[src/design/reset_and_watchdog_regs.vh]
`ifndef RESET_AND_WATCHDOG_REGS_VH
`define RESET_AND_WATCHDOG_REGS_VH

// ==========================================================================
// Register map
// ==========================================================================
`define WDOG_REG_ADDR       8'hD8
`define WDOG_REG_RESET      8'hFE
`define WDOG_ACT_BIT        0
`define WDOG_SWRST_BIT      1

// ==========================================================================
// Timer 1 reset values
// ==========================================================================
`define TMR1_CTRL_RESET     8'h00
`define TMR1_COUNT_RESET    8'hFF
`define TMR1_PRESC_RESET    7'h7F

// ==========================================================================
// Initialisation values and timing
// ==========================================================================
`define RESET_VECTOR        12'hFFE
`define STAB_CYCLES         2048
`define WDOG_TICK_CYCLES    12
`define WDOG_STEP_CYCLES    3072

`endif

[src/design/reset_and_watchdog.v]
`timescale 1ns/1ns
`include "reset_and_watchdog_regs.vh"
// Notes on behaviour
// - Reset from pin, power-on, or watchdog expiry.
// - Stay in reset while pin held low.
// - Reset halts core, inputs pulled up, oscillator restarted.
// - Reset in stop starts oscillator, pulls up inputs.
// - Hold internal reset 2048 cycles after release.
// - Power-on: delay starts once oscillator runs.
// - Watchdog reset uses full stabilisation delay.
// - Watchdog expiry reinitialises watchdog counter.
// - Leaving reset clears stack, loads reset vector.
// - Start in NMI context, interrupt flag set.
// - Ending return services pending interrupt first.
// - Timer 1 control 00h, counter FFh, prescaler 7Fh.
// - Reset when downcounter bit 6 falls; software reloads.
// - Software option: enable sticks until device reset.
// - Stop mode allowed while watchdog disabled.
// - Hardware option: always on, stop acts as wait.
// - Watchdog resumes counting after stop wake-up.
// - Register resets to FEh, longest timeout.
// - Software-reset bit one-to-zero forces reset.
// - Count bits map reversed onto downcounter.
// - 64 periods; expiry when counter bit 6 falls.
// - Hardware option: activate bit reads one.
// - Inactive watchdog acts as plain 7-bit timer.
module reset_and_watchdog #(
  parameter STAB_CYCLES = `STAB_CYCLES,
  parameter TICK_CYCLES = `WDOG_TICK_CYCLES
) (
  input  wire        clock,
  input  wire        rst_b,
  input  wire        ext_reset_b,
  input  wire        osc_running,
  input  wire        hw_watchdog_option,
  input  wire [7:0]  data_addr,
  input  wire [7:0]  data_wdata,
  input  wire        data_write,
  input  wire        data_read,
  input  wire        stop_request,
  input  wire        wake_interrupt,
  input  wire        interrupt_pending,
  input  wire        return_from_interrupt,
  output reg  [7:0]  data_rdata,
  output reg         data_hit,
  output wire        core_halt,
  output wire        io_pullup_inputs,
  output wire        osc_restart,
  output reg         init_strobe,
  output reg  [11:0] reset_pc,
  output reg         stack_clear,
  output reg         nmi_context,
  output reg         service_pending,
  output wire        stop_enter,
  output wire        wait_enter,
  output reg  [7:0]  tmr1_ctrl,
  output reg  [7:0]  tmr1_count,
  output reg  [6:0]  tmr1_presc,
  output wire        watchdog_active,
  output wire        internal_reset
);

// ==========================================================================
// Reset merging
// ==========================================================================
  reg        wdog_expire_r;
  reg        swrst_fire_r;
  reg        por_done_r;
  wire       stab_busy;
  wire       src_active;

  // Power-on is modelled by rst_b; the delay only begins once the
  // oscillator runs, so osc_running low keeps the counter loaded.
  assign src_active = !ext_reset_b || !osc_running || !por_done_r ||
                      wdog_expire_r || swrst_fire_r;

  stab_counter #(
    .CYCLES (STAB_CYCLES),
    .WIDTH  (12)
  ) u_stab (
    .clock (clock),
    .rst_b (rst_b),
    .hold  (src_active),
    .busy  (stab_busy)
  );

  assign internal_reset   = stab_busy;
  assign core_halt        = stab_busy;
  assign io_pullup_inputs = stab_busy;
  assign osc_restart      = src_active;

  always @(posedge clock or negedge rst_b) begin
    if (!rst_b) begin
      por_done_r <= 1'b0;
    end else if (osc_running) begin
      por_done_r <= 1'b1;
    end
  end

// ==========================================================================
// Initialisation sequence
// ==========================================================================
  reg stab_busy_d_r;
  reg nmi_nxt;
  reg service_nxt;

  // Leaving the NMI context needs the core's return; a reset source that
  // is still active keeps the core in it whatever the core does.
  always @* begin
    nmi_nxt     = nmi_context;
    service_nxt = 1'b0;
    if (stab_busy) begin
      nmi_nxt = 1'b1;
    end else if (nmi_context && return_from_interrupt) begin
      nmi_nxt     = 1'b0;
      service_nxt = interrupt_pending;
    end
  end

  always @(posedge clock or negedge rst_b) begin
    if (!rst_b) begin
      stab_busy_d_r   <= 1'b1;
      init_strobe     <= 1'b0;
      reset_pc        <= `RESET_VECTOR;
      stack_clear     <= 1'b1;
      nmi_context     <= 1'b1;
      service_pending <= 1'b0;
    end else begin
      stab_busy_d_r   <= stab_busy;
      init_strobe     <= stab_busy_d_r && !stab_busy;
      reset_pc        <= `RESET_VECTOR;
      stack_clear     <= stab_busy;
      nmi_context     <= nmi_nxt;
      service_pending <= service_nxt;
    end
  end

// ==========================================================================
// Timer 1 reset values
// ==========================================================================
  // Only the reset image is held here; the timer itself lives elsewhere.
  always @(posedge clock or negedge rst_b) begin
    if (!rst_b) begin
      tmr1_ctrl  <= `TMR1_CTRL_RESET;
      tmr1_count <= `TMR1_COUNT_RESET;
      tmr1_presc <= `TMR1_PRESC_RESET;
    end else if (stab_busy) begin
      tmr1_ctrl  <= `TMR1_CTRL_RESET;
      tmr1_count <= `TMR1_COUNT_RESET;
      tmr1_presc <= `TMR1_PRESC_RESET;
    end else begin
      tmr1_ctrl  <= tmr1_ctrl;
      tmr1_count <= tmr1_count;
      tmr1_presc <= tmr1_presc;
    end
  end

// ==========================================================================
// Watchdog register and downcounter
// ==========================================================================
  // cnt_r is the physical 7-bit downcounter; bit 6 is the software-reset
  // bit and bits 5..0 hold the count, mirrored against register bits 2..7.
  reg  [6:0] cnt_r;
  reg  [6:0] cnt_nxt;
  reg        act_r;
  reg  [3:0] tick_r;
  reg        stopped_r;
  wire       wr_hit;
  wire       tick;
  wire [7:0] reg_view;

  function [5:0] reverse6;
    input [5:0] v;
    integer i;
    begin
      for (i = 0; i < 6; i = i + 1) begin
        reverse6[i] = v[5-i];
      end
    end
  endfunction

  // The register decode is shared by the write and the read path.
  function is_wdog_addr;
    input [7:0] a;
    begin
      is_wdog_addr = (a == `WDOG_REG_ADDR);
    end
  endfunction

  wire [5:0] count_view;
  genvar     g;

  // Register bits 7..2 show counter bits 0..5.
  generate
    for (g = 0; g < 6; g = g + 1) begin : g_view
      assign count_view[g] = cnt_r[5-g];
    end
  endgenerate

  assign wr_hit = data_write && is_wdog_addr(data_addr);
  assign watchdog_active = act_r || hw_watchdog_option;
  assign reg_view = {count_view, cnt_r[6], watchdog_active};

  // 12 clocks per prescale increment, 256 increments per count step gives 3072
  // cycles per step, since the count sits above an 8-bit prescale.
  localparam integer TICK_LAST_I = TICK_CYCLES - 1;
  localparam [3:0]   TICK_LAST   = TICK_LAST_I[3:0];
  reg [7:0] pre_r;
  reg [7:0] pre_nxt;
  reg [3:0] tick_nxt;
  assign tick = (tick_r == TICK_LAST) && (pre_r == 8'hFF);

  // A write restarts the prescale, so a reload always buys a full step.
  // The prescale is held at zero while stopped, which is what freezes the
  // count in stop mode.
  always @* begin
    tick_nxt = tick_r + 4'h1;
    pre_nxt  = pre_r;
    if (stab_busy || wr_hit || stopped_r) begin
      tick_nxt = 4'h0;
      pre_nxt  = 8'h00;
    end else if (tick_r == TICK_LAST) begin
      tick_nxt = 4'h0;
      pre_nxt  = pre_r + 8'h01;
    end
  end

  always @(posedge clock or negedge rst_b) begin
    if (!rst_b) begin
      tick_r <= 4'h0;
      pre_r  <= 8'h00;
    end else begin
      tick_r <= tick_nxt;
      pre_r  <= pre_nxt;
    end
  end

  always @* begin
    cnt_nxt = cnt_r;
    if (wr_hit) begin
      cnt_nxt = {data_wdata[`WDOG_SWRST_BIT],
                 reverse6(data_wdata[7:2])};
    end else if (tick && cnt_r != 7'h00) begin
      cnt_nxt = cnt_r - 7'h01;
    end
  end

  reg act_nxt;
  reg expire_nxt;
  reg swrst_nxt;

  always @* begin
    act_nxt = act_r;
    if (wr_hit && data_wdata[`WDOG_ACT_BIT]) begin
      act_nxt = 1'b1;
    end
    // Expiry when bit 6 falls; it fires only while the watchdog runs.
    expire_nxt = watchdog_active && cnt_r[6] &&
                 !cnt_nxt[6] && !wr_hit;
    // A written one-to-zero on the software-reset bit always resets.
    swrst_nxt  = wr_hit && cnt_r[6] &&
                 !data_wdata[`WDOG_SWRST_BIT];
  end

  // Any reset source reloads the longest count and clears the activate bit,
  // so an expiry also disarms a watchdog that software had enabled.
  always @(posedge clock or negedge rst_b) begin
    if (!rst_b) begin
      cnt_r         <= 7'h7F;
      act_r         <= 1'b0;
      wdog_expire_r <= 1'b0;
      swrst_fire_r  <= 1'b0;
    end else if (stab_busy) begin
      cnt_r         <= 7'h7F;
      act_r         <= 1'b0;
      wdog_expire_r <= 1'b0;
      swrst_fire_r  <= 1'b0;
    end else begin
      cnt_r         <= cnt_nxt;
      act_r         <= act_nxt;
      wdog_expire_r <= expire_nxt;
      swrst_fire_r  <= swrst_nxt;
    end
  end

// ==========================================================================
// Stop handling
// ==========================================================================
  assign stop_enter = stop_request && !watchdog_active;
  assign wait_enter = stop_request && watchdog_active;

  reg stopped_nxt;

  // A stop taken in the same cycle as a wake-up still wins, so the wake
  // that follows is the one that releases the counter.
  always @* begin
    stopped_nxt = stopped_r;
    if (stop_enter) begin
      stopped_nxt = 1'b1;
    end else if (wake_interrupt) begin
      stopped_nxt = 1'b0;
    end
  end

  // A reset always leaves the core running, never stopped.
  always @(posedge clock or negedge rst_b) begin
    if (!rst_b) begin
      stopped_r <= 1'b0;
    end else if (stab_busy) begin
      stopped_r <= 1'b0;
    end else begin
      stopped_r <= stopped_nxt;
    end
  end

// ==========================================================================
// Data space read port
// ==========================================================================
  reg [7:0] rdata_nxt;
  reg       hit_nxt;

  // Only the watchdog register answers here; every other address in the
  // data space belongs to some other block and reads back as zero.
  always @* begin
    rdata_nxt = 8'h00;
    hit_nxt   = 1'b0;
    if (data_read && is_wdog_addr(data_addr)) begin
      rdata_nxt = reg_view;
      hit_nxt   = 1'b1;
    end
  end

  always @(posedge clock or negedge rst_b) begin
    if (!rst_b) begin
      data_rdata <= 8'h00;
      data_hit   <= 1'b0;
    end else begin
      data_rdata <= rdata_nxt;
      data_hit   <= hit_nxt;
    end
  end
endmodule // reset_and_watchdog

[src/design/stab_counter.v]
`timescale 1ns/1ns
// ==========================================================================
// Stabilisation delay counter
// ==========================================================================
// Holds busy high while any reset source is active and for a fixed number
// of clock cycles after all of them have gone away.
module stab_counter #(
  parameter CYCLES = 2048,
  parameter WIDTH  = 12
) (
  input  wire clock,
  input  wire rst_b,
  input  wire hold,
  output wire busy
);
  reg [WIDTH-1:0] cnt_r;
  reg [WIDTH-1:0] cnt_nxt;
  localparam integer     LOAD_I = CYCLES;
  localparam [WIDTH-1:0] LOAD   = LOAD_I[WIDTH-1:0];

  always @* begin
    if (hold) begin
      cnt_nxt = LOAD;
    end else if (cnt_r != {WIDTH{1'b0}}) begin
      cnt_nxt = cnt_r - 1'b1;
    end else begin
      cnt_nxt = cnt_r;
    end
  end

  always @(posedge clock or negedge rst_b) begin
    if (!rst_b) begin
      cnt_r <= LOAD;
    end else begin
      cnt_r <= cnt_nxt;
    end
  end

  assign busy = (cnt_r != {WIDTH{1'b0}});
endmodule // stab_counter

[config.mk]
export PLATFORM = sky130hd
export DESIGN_NAME = reset_and_watchdog
export DESIGN_NICKNAME = d
export VERILOG_FILES = /design/src/design/reset_and_watchdog.v /design/src/design/stab_counter.v
export VERILOG_INCLUDE_DIRS = /design/src /design/src/design
export SDC_FILE = /design/constraint.sdc
export NUM_CORES = 1
export LEC_CHECK = 0
export ABC_AREA = 1
export BUFFER_PORTS_ARGS = -buffer_cell sky130_fd_sc_hd__buf_4
export CORE_UTILIZATION = 56
export CTS_CLUSTER_DIAMETER = 80
export DETAILED_ROUTE_END_ITERATION = 7
export PLACE_DENSITY_LB_ADDON = 0.1
export SYNTH_ARGS = -nofsm -noshare
export SYNTH_HDL_FRONTEND = slang
export SYNTH_SLANG_ARGS = --single-unit
export TNS_END_PERCENT = 20
[constraint.sdc]
create_clock -name clock -period 3.7 [get_ports clock]
set_input_delay 0 -clock clock [delete_from_list [all_inputs] [get_ports clock]]
set_output_delay 0 -clock clock [all_outputs]
set_load 0.05 [all_outputs]
==> impl_results.md, run 1 <==
* Outcome: finished, final reports clean
* H-tree Lvls at 2
* Routed met3 length at between 200 and 250 um
* Crit path launch type: register
* Mapped Area at 2840 um^2
* GRT Total Usage at 0.215
* Met2 wire len at approximately 2.6 mm
* Hold-critical path depth at 3
* Site row count at 25
* Switching Share at 0.326
* Most frequent cells in the layout: 62 x nor2_1, 46 x buf_4, 43 x nand2_1
* Setup_tns at 0 ps
* Unrepaired setup endpoints after global routing: false
* Worst-Margin Slew at 616 ps
* RR Startpoint: tick_r[0]
* F_max at about 0.54 GHz
* Worst Skew at 5.70 ps
* Drt drc at 0
* Post-Synthesis Cells at ~340
* Worst min path class: in2reg
* Crit-path cells: inv_1 -> ha_1 -> inv_1 -> nor2_1 -> nand3_2 -> nor2_8 -> inv_2 -> buf_4
* Cell Area, Placed at 3090 um^2
* Final Cell Area at 3250 um^2
* Area leader, netlist: dfrtp_1
* Post-Place Cells at 445
* CP max-delay cell: dfrtp_1
* Die Wd at 73.3 um
* DR iter-0 viols at 107
* TritonCTS Buffers at 5
* GP Congestion at 0.897
* CTS tree: built
* Logic pwr share at 0.224
* Clock edge transition at the registers on the reported setup and hold paths at approximately 80 ps
* Largest net degree at the start of global routing at 50
* Min Tclk post-route at approximately 1900 ps
* Reg2reg end: cnt_r[3]
* Design internal power at 0.777 mW
* Die area at ~5400 um^2
* Clock buffer depth at 2
* Io pins at 82
* Final Worst Setup Slack at 1840 ps
* Remaining global-route overflow at 0
* Initial Utilization at 0.590
* Area Overhead vs Synth at 14.3%
* Fin Hold WS at between 5 and 6 ps
* Top cell type's share of synthesized area at 0.343
* Sequential power share at 0.496
* Vias in the first global route at about 2000
* Seq/Total Area, Yosys at 0.436
* Max-slew violation total from the final report at 0
* Wire length per cell at 11.5 um
* Dpl hpwl at approximately 3.9 mm
* Synthesis warning total at 0
* Syn Area/Cell at 8.39 um^2
* Final period util at 0.503
* Highest metal used: met4
* R2R cell count at 10
* Via count at 2158
* Die boundary height at ~73 um
* Share of cells above drive strength 1 at 0.232
* Routed Antenna Nets at 0
* Post-layout util at 0.675
* Worst slack at placement at 1920 ps
* Pwr/cell area at 355 nW/um^2
* Max-Cap Viols at 0
* Via/cell ratio at 4.69
* Worst Path Required at between 3000 and 4000 ps
* Number of I/O port buffers at 46
* Diode count at 0
* Clock Power Share at 0.280
* NetSw at 0.376 mW
* Leak at ~1.7 nW
* Worst hold endpoint: data_rdata[0]
* Final hold violation count at 0
* Crit Path Max Fanout at 13
* DRT met1 WL at ~2.4 mm
* Core footprint at 4820 um^2
* Rel. slew slack at 0.589
* HP Start: hw_watchdog_option
* Nets@finish at 425
* VDD IR max at 0.235 mV
* Root buffer cell: clkbuf_8
* CTS sink cnt at 49
* Crit-path max cell delay at about 420 ps
* Final Power at 1.15 mW
* Largest cells by area after synthesis: dfrtp_1 34%, buf_4 9.8%, dfstp_2 9.2%, nor2_1 8.2%, nand2_1 5.7%
* Reg-to-reg slack, setup at 1940 ps
* WL final at between 5 and 6 mm
* Drt first pass iters at 4
* Fill cell count at 416
* Setup crit end kind: output port
* Unique masters post-synth at 40
* Clock latency on the worst-skew pair at ~300 ps
* Crit path arrival time at 1860 ps
* Post-synthesis register bit count at a little under 50
* Initial antenna violation count at 0
* Reg area at 1240 um^2
* Most used cell, CP: inv_1
* Multi-input logic area at approximately 1300 um^2
* Final instance count without filler cells at 460
* First-pass GRT wire length at 8.79 mm
* # setup viols final at 0
* Most common cell after layout, fill and taps aside: nor2_1
* Setup Crit Path Kind: reg2out
[synth_stat cells, drive strengths merged]
library cell and number:
nor3 5, xnor2 1, o21bai 1, o21ai 9
nand2 47, dfrtp 39, o22ai 1, and2 1
nor3b 2, dfstp 10, a31oi 1, or2 2
buf 40, ha 6, o31ai 1, nor2 72
conb 2, nor4 4, xor2 7, nand4 3
inv 44, nand3 24, clkinv 1, a21oi 13
nand3b 3
[cells by family after synthesis]
family / count (synthesis) / synth area share
simple gates: 163 / 0.295
other cells: 2 / 0.00264
buf+inv: 85 / 0.167
flops: 49 / 0.436
compound gates: 26 / 0.0484
xor+xnor: 8 / 0.0246
fa+ha+maj: 6 / 0.0264
[how the worst max path moves through the flow]
| stage | cells after the start | from | end | slack (ps) |
|---|---|---|---|---|
| 3_5_place_dp | 12 | u_stab.cnt_r[0] | cnt_r[3] | 1920 |
| 3_3_place_gp | 12 | u_stab.cnt_r[0] | cnt_r[4] | 2010 |
| 5_1_grt | 8 | u_stab.cnt_r[0] | io_pullup_inputs | 1680 |
| 2_1_floorplan | 5 | act_r | stopped_r | 1890 |
| 6_report | 8 | u_stab.cnt_r[0] | io_pullup_inputs | 1840 |
| 4_1_cts | 8 | u_stab.cnt_r[0] | io_pullup_inputs | 1800 |
[area by class of cell]
class                           instances  area share
Multi-Input combinational cell        238       0.386
Sequential cell                        49       0.381
Timing Repair Buffer                   53       0.128
Inverter                               45      0.0520
Clock buffer                            8      0.0277
Tap cell                               67      0.0258
[power groups by stage]
stage	clock [mW]	combinational [mW]	sequential, mW
2_1_floorplan	0	0.221	0.582
3_3_place_gp	0	0.249	0.581
3_5_place_dp	0	0.252	0.582
4_1_cts	0.331	0.259	0.571
5_1_grt	0.348	0.283	0.574
6_report	0.323	0.258	0.572
[per-layer routing]
layer / global-route usage / vias up
li1: - / 1092
met4: 0.0458 / 0
met1: 0.280 / 1003
met3: 0.0508 / 4
met5: 0 / -
met2: 0.365 / 59
[timing repair]
item                                   4_1_cts  5_1_grt
endpoints found under the hold margin       46        0
resized for setup                            0        0
buffers inserted                             0        0
hold buffers                                 7        0
[sequential cells by signal (all words and copies together), names as in the netlist, 4 cells and up]
register and count:
u_stab.cnt_r 12, tick_r 4, cnt_r 7, pre_r 8
data_rdata 8
[critical path: cells and delay by family (launching register included)]
family | cells | cell delay (ps)
adder cells (fa/ha/maj) | 1 | 140
AND/OR/NAND/NOR | 3 | 480
buffers and inverters | 4 | 530
flip-flops | 1 | 420
(Power assumes the default switching activity.)
==> inputs of run 2 (changes only) <==
--- a/config.mk
+++ b/config.mk
@@ -8,7 +8,7 @@
 export LEC_CHECK = 0
 export ABC_AREA = 1
 export BUFFER_PORTS_ARGS = -buffer_cell sky130_fd_sc_hd__buf_4
-export CORE_UTILIZATION = 56
+export CORE_UTILIZATION = 52
 export CTS_CLUSTER_DIAMETER = 80
 export DETAILED_ROUTE_END_ITERATION = 7
 export PLACE_DENSITY_LB_ADDON = 0.1
==> constraint.sdc (replaced) <==
create_clock -name clock -period 1.81 [get_ports clock]
set_input_delay 0 -clock clock [delete_from_list [all_inputs] [get_ports clock]]
set_output_delay 0 -clock clock [all_outputs]
set_load 0.05 [all_outputs]
==> impl_results.md, run 2 (same netlist as run 1, synthesis figures left out) <==
* Setup Crit Path Kind: reg2out (unchanged)
* Final Power at 2.47 mW (was 1.15 mW)
* H-tree Lvls at 2 (unchanged)
* Area Overhead vs Synth at 17.3% (was 14.3%)
* First-pass GRT wire length at 9.03 mm (was 8.79 mm)
* Final Cell Area at 3330 um^2 (was 3250 um^2)
* GRT Total Usage at 0.193 (was 0.215)
* Worst Skew at 9.98 ps (was 5.70 ps)
* Initial Utilization at 0.550 (was 0.590)
* Worst-Margin Slew at 589 ps (was 616 ps)
* Fill cell count at 463 (was 416)
* Final Worst Setup Slack at 116 ps (was 1840 ps)
* Drt first pass iters at 4 (unchanged)
* Setup_tns at 0 ps (unchanged)
* Max-Cap Viols at 0 (unchanged)
* Biggest regs: u_stab.cnt_r: 12 flops, data_rdata: 8 flops, pre_r: 8 flops (unchanged)
* Via/cell ratio at 4.67 (was 4.69)
* Reg area at 1240 um^2 (unchanged)
* Largest net degree at the start of global routing at 50 (unchanged)
* DR iter-0 viols at 78 (was 107)
* Share of cells above drive strength 1 at 0.248 (was 0.232)
* Root buffer cell: clkbuf_8 (unchanged)
* Initial antenna violation count at 0 (unchanged)
* Leak at 1.76 nW (was 1.72 nW)
* CTS tree: built (unchanged)
* Clock buffer depth at 2 (unchanged)
* Die area at 5770 um^2 (was 5370 um^2)
* Post-Place Cells at 453 (was 445)
* TritonCTS Buffers at 5 (unchanged)
* Final hold violation count at 0 (unchanged)
* Core footprint at 5170 um^2 (was 4820 um^2)
* Final period util at 0.936
* Crit path arrival time at 1690 ps (was 1860 ps)
* Worst min path class: in2reg (unchanged)
* CTS sink cnt at 49 (unchanged)
* Most frequent cells in the layout: 62 x nor2_1, 52 x buf_4, 43 x nand2_1 (was 62 x nor2_1, 46 x buf_4, 43 x nand2_1)
* Wire length per cell at 11.1 um (was 11.5 um)
* Cell Area, Placed at 3130 um^2 (was 3090 um^2)
* F_max at 0.590 GHz
* Largest register FFs at 12 (unchanged)
* # setup viols final at 0 (unchanged)
* Multi-input logic area at 1270 um^2 (was 1250 um^2)
* WL final at 5.21 mm (was 5.31 mm)
* VDD IR max at 0.487 mV (was 0.235 mV)
* Dpl hpwl at 4.01 mm (was 3.94 mm)
* Setup crit end kind: output port (unchanged)
* Die Wd at 75.9 um (was 73.3 um)
* Reg-to-reg slack, setup at 160 ps (was 1940 ps)
* Most common cell after layout, fill and taps aside: nor2_1 (unchanged)
* Routed Antenna Nets at 0 (unchanged)
* Min Tclk post-route at between 1500 and 2000 ps
* Worst Path Required at 1810 ps (was 3700 ps)
* Site row count at 26 (was 25)
* Final instance count without filler cells at 469 (was 460)
* GP Congestion at 0.851 (was 0.897)
* Io pins at 82 (unchanged)
* Via count at 2189 (was 2158)
* Clock latency on the worst-skew pair at 300 ps (about the same)
* Max-slew violation total from the final report at 0 (unchanged)
* Drt drc at 0 (unchanged)
* Remaining global-route overflow at 0 (unchanged)
* Diode count at 0 (unchanged)
* Pwr/cell area at 740 nW/um^2 (was 355 nW/um^2)
* Worst slack at placement at 164 ps (was 1920 ps)
* Number of I/O port buffers at 46 (unchanged)
* Rel. slew slack at 0.607 (was 0.589)
* Top reg by flops: u_stab.cnt_r (unchanged)
* Vias in the first global route at 2079 (was 1995)
* Die boundary height at 75.9 um (was 73.3 um)
* Crit Path Max Fanout at 12 (was 13)
* Nets@finish at 431 (was 425)
* Crit path launch type: register (unchanged)
* Clock edge transition at the registers on the reported setup and hold paths at 80 ps (about the same)
* Outcome: finished, final reports clean (unchanged)
run 2: metal layers:
layer  vias to the layer above  GRT usage  share of wire
met2                        57      0.338           0.50
li1                       1100          -              -
met3                         4     0.0398          0.040
met5                         -          0              0
met4                         0     0.0462         0.0084
met1                      1028      0.243           0.46
run 2: timing repair:
action | in CTS | in global routing
hold endpoints to repair | 46 | 0
setup buffers | 0 | 1
resized for setup | 0 | 6
hold buffers | 7 | 0
setup endpoints to repair | 0 | 9
run 2: worst paths after layout:
| path | depth (start not counted) | endpoint | from |
|---|---|---|---|
| max in group asynchronous | 2 | stopped_r | rst_b |
| hold reg to reg | 1 | por_done_r | por_done_r |
| setup / recovery | 8 | core_halt | u_stab.cnt_r[0] |
| min in group asynchronous | 2 | pre_r[7] | rst_b |
| hold / removal | 5 | cnt_r[3] | data_wdata[4] |
| setup reg to reg | 12 | cnt_r[5] | u_stab.cnt_r[0] |
run 2: area by class of cell:
cell class,instances,share of cell area
clock buffer,6,0.0218
timing repair buffer,59,0.138
sequential,49,0.371
inverter,45,0.0522
multi-input combinational,238,0.380
tap,70,0.0263
clock inverter,2,0.0105
run 2: critical path: stages, from the launching register on:
cell,delay (ps)
dfrtp_1,410
inv_1,90
ha_1,140
inv_1,40
nor2_1,100
nand3_2,130
nor2_8,190
inv_6,80
buf_4,200
run 2: power breakdown:
part | internal (mW) | switching (mW) | total (mW) | leakage, nW
logic | 0.152 | 0.388 | 0.540 | 1.06
registers | 1.13 | 0.0343 | 1.17 | 0.639
clock network | 0.410 | 0.349 | 0.759 | 0.0552
run 2: through the flow:
step	hold slack [ps]	util
floorplan	-296	-
global placement	56.3	0.605
detailed placement	57.5	0.605
CTS	16.6	0.640
global route	37.0	0.645
finish	27.7	0.645
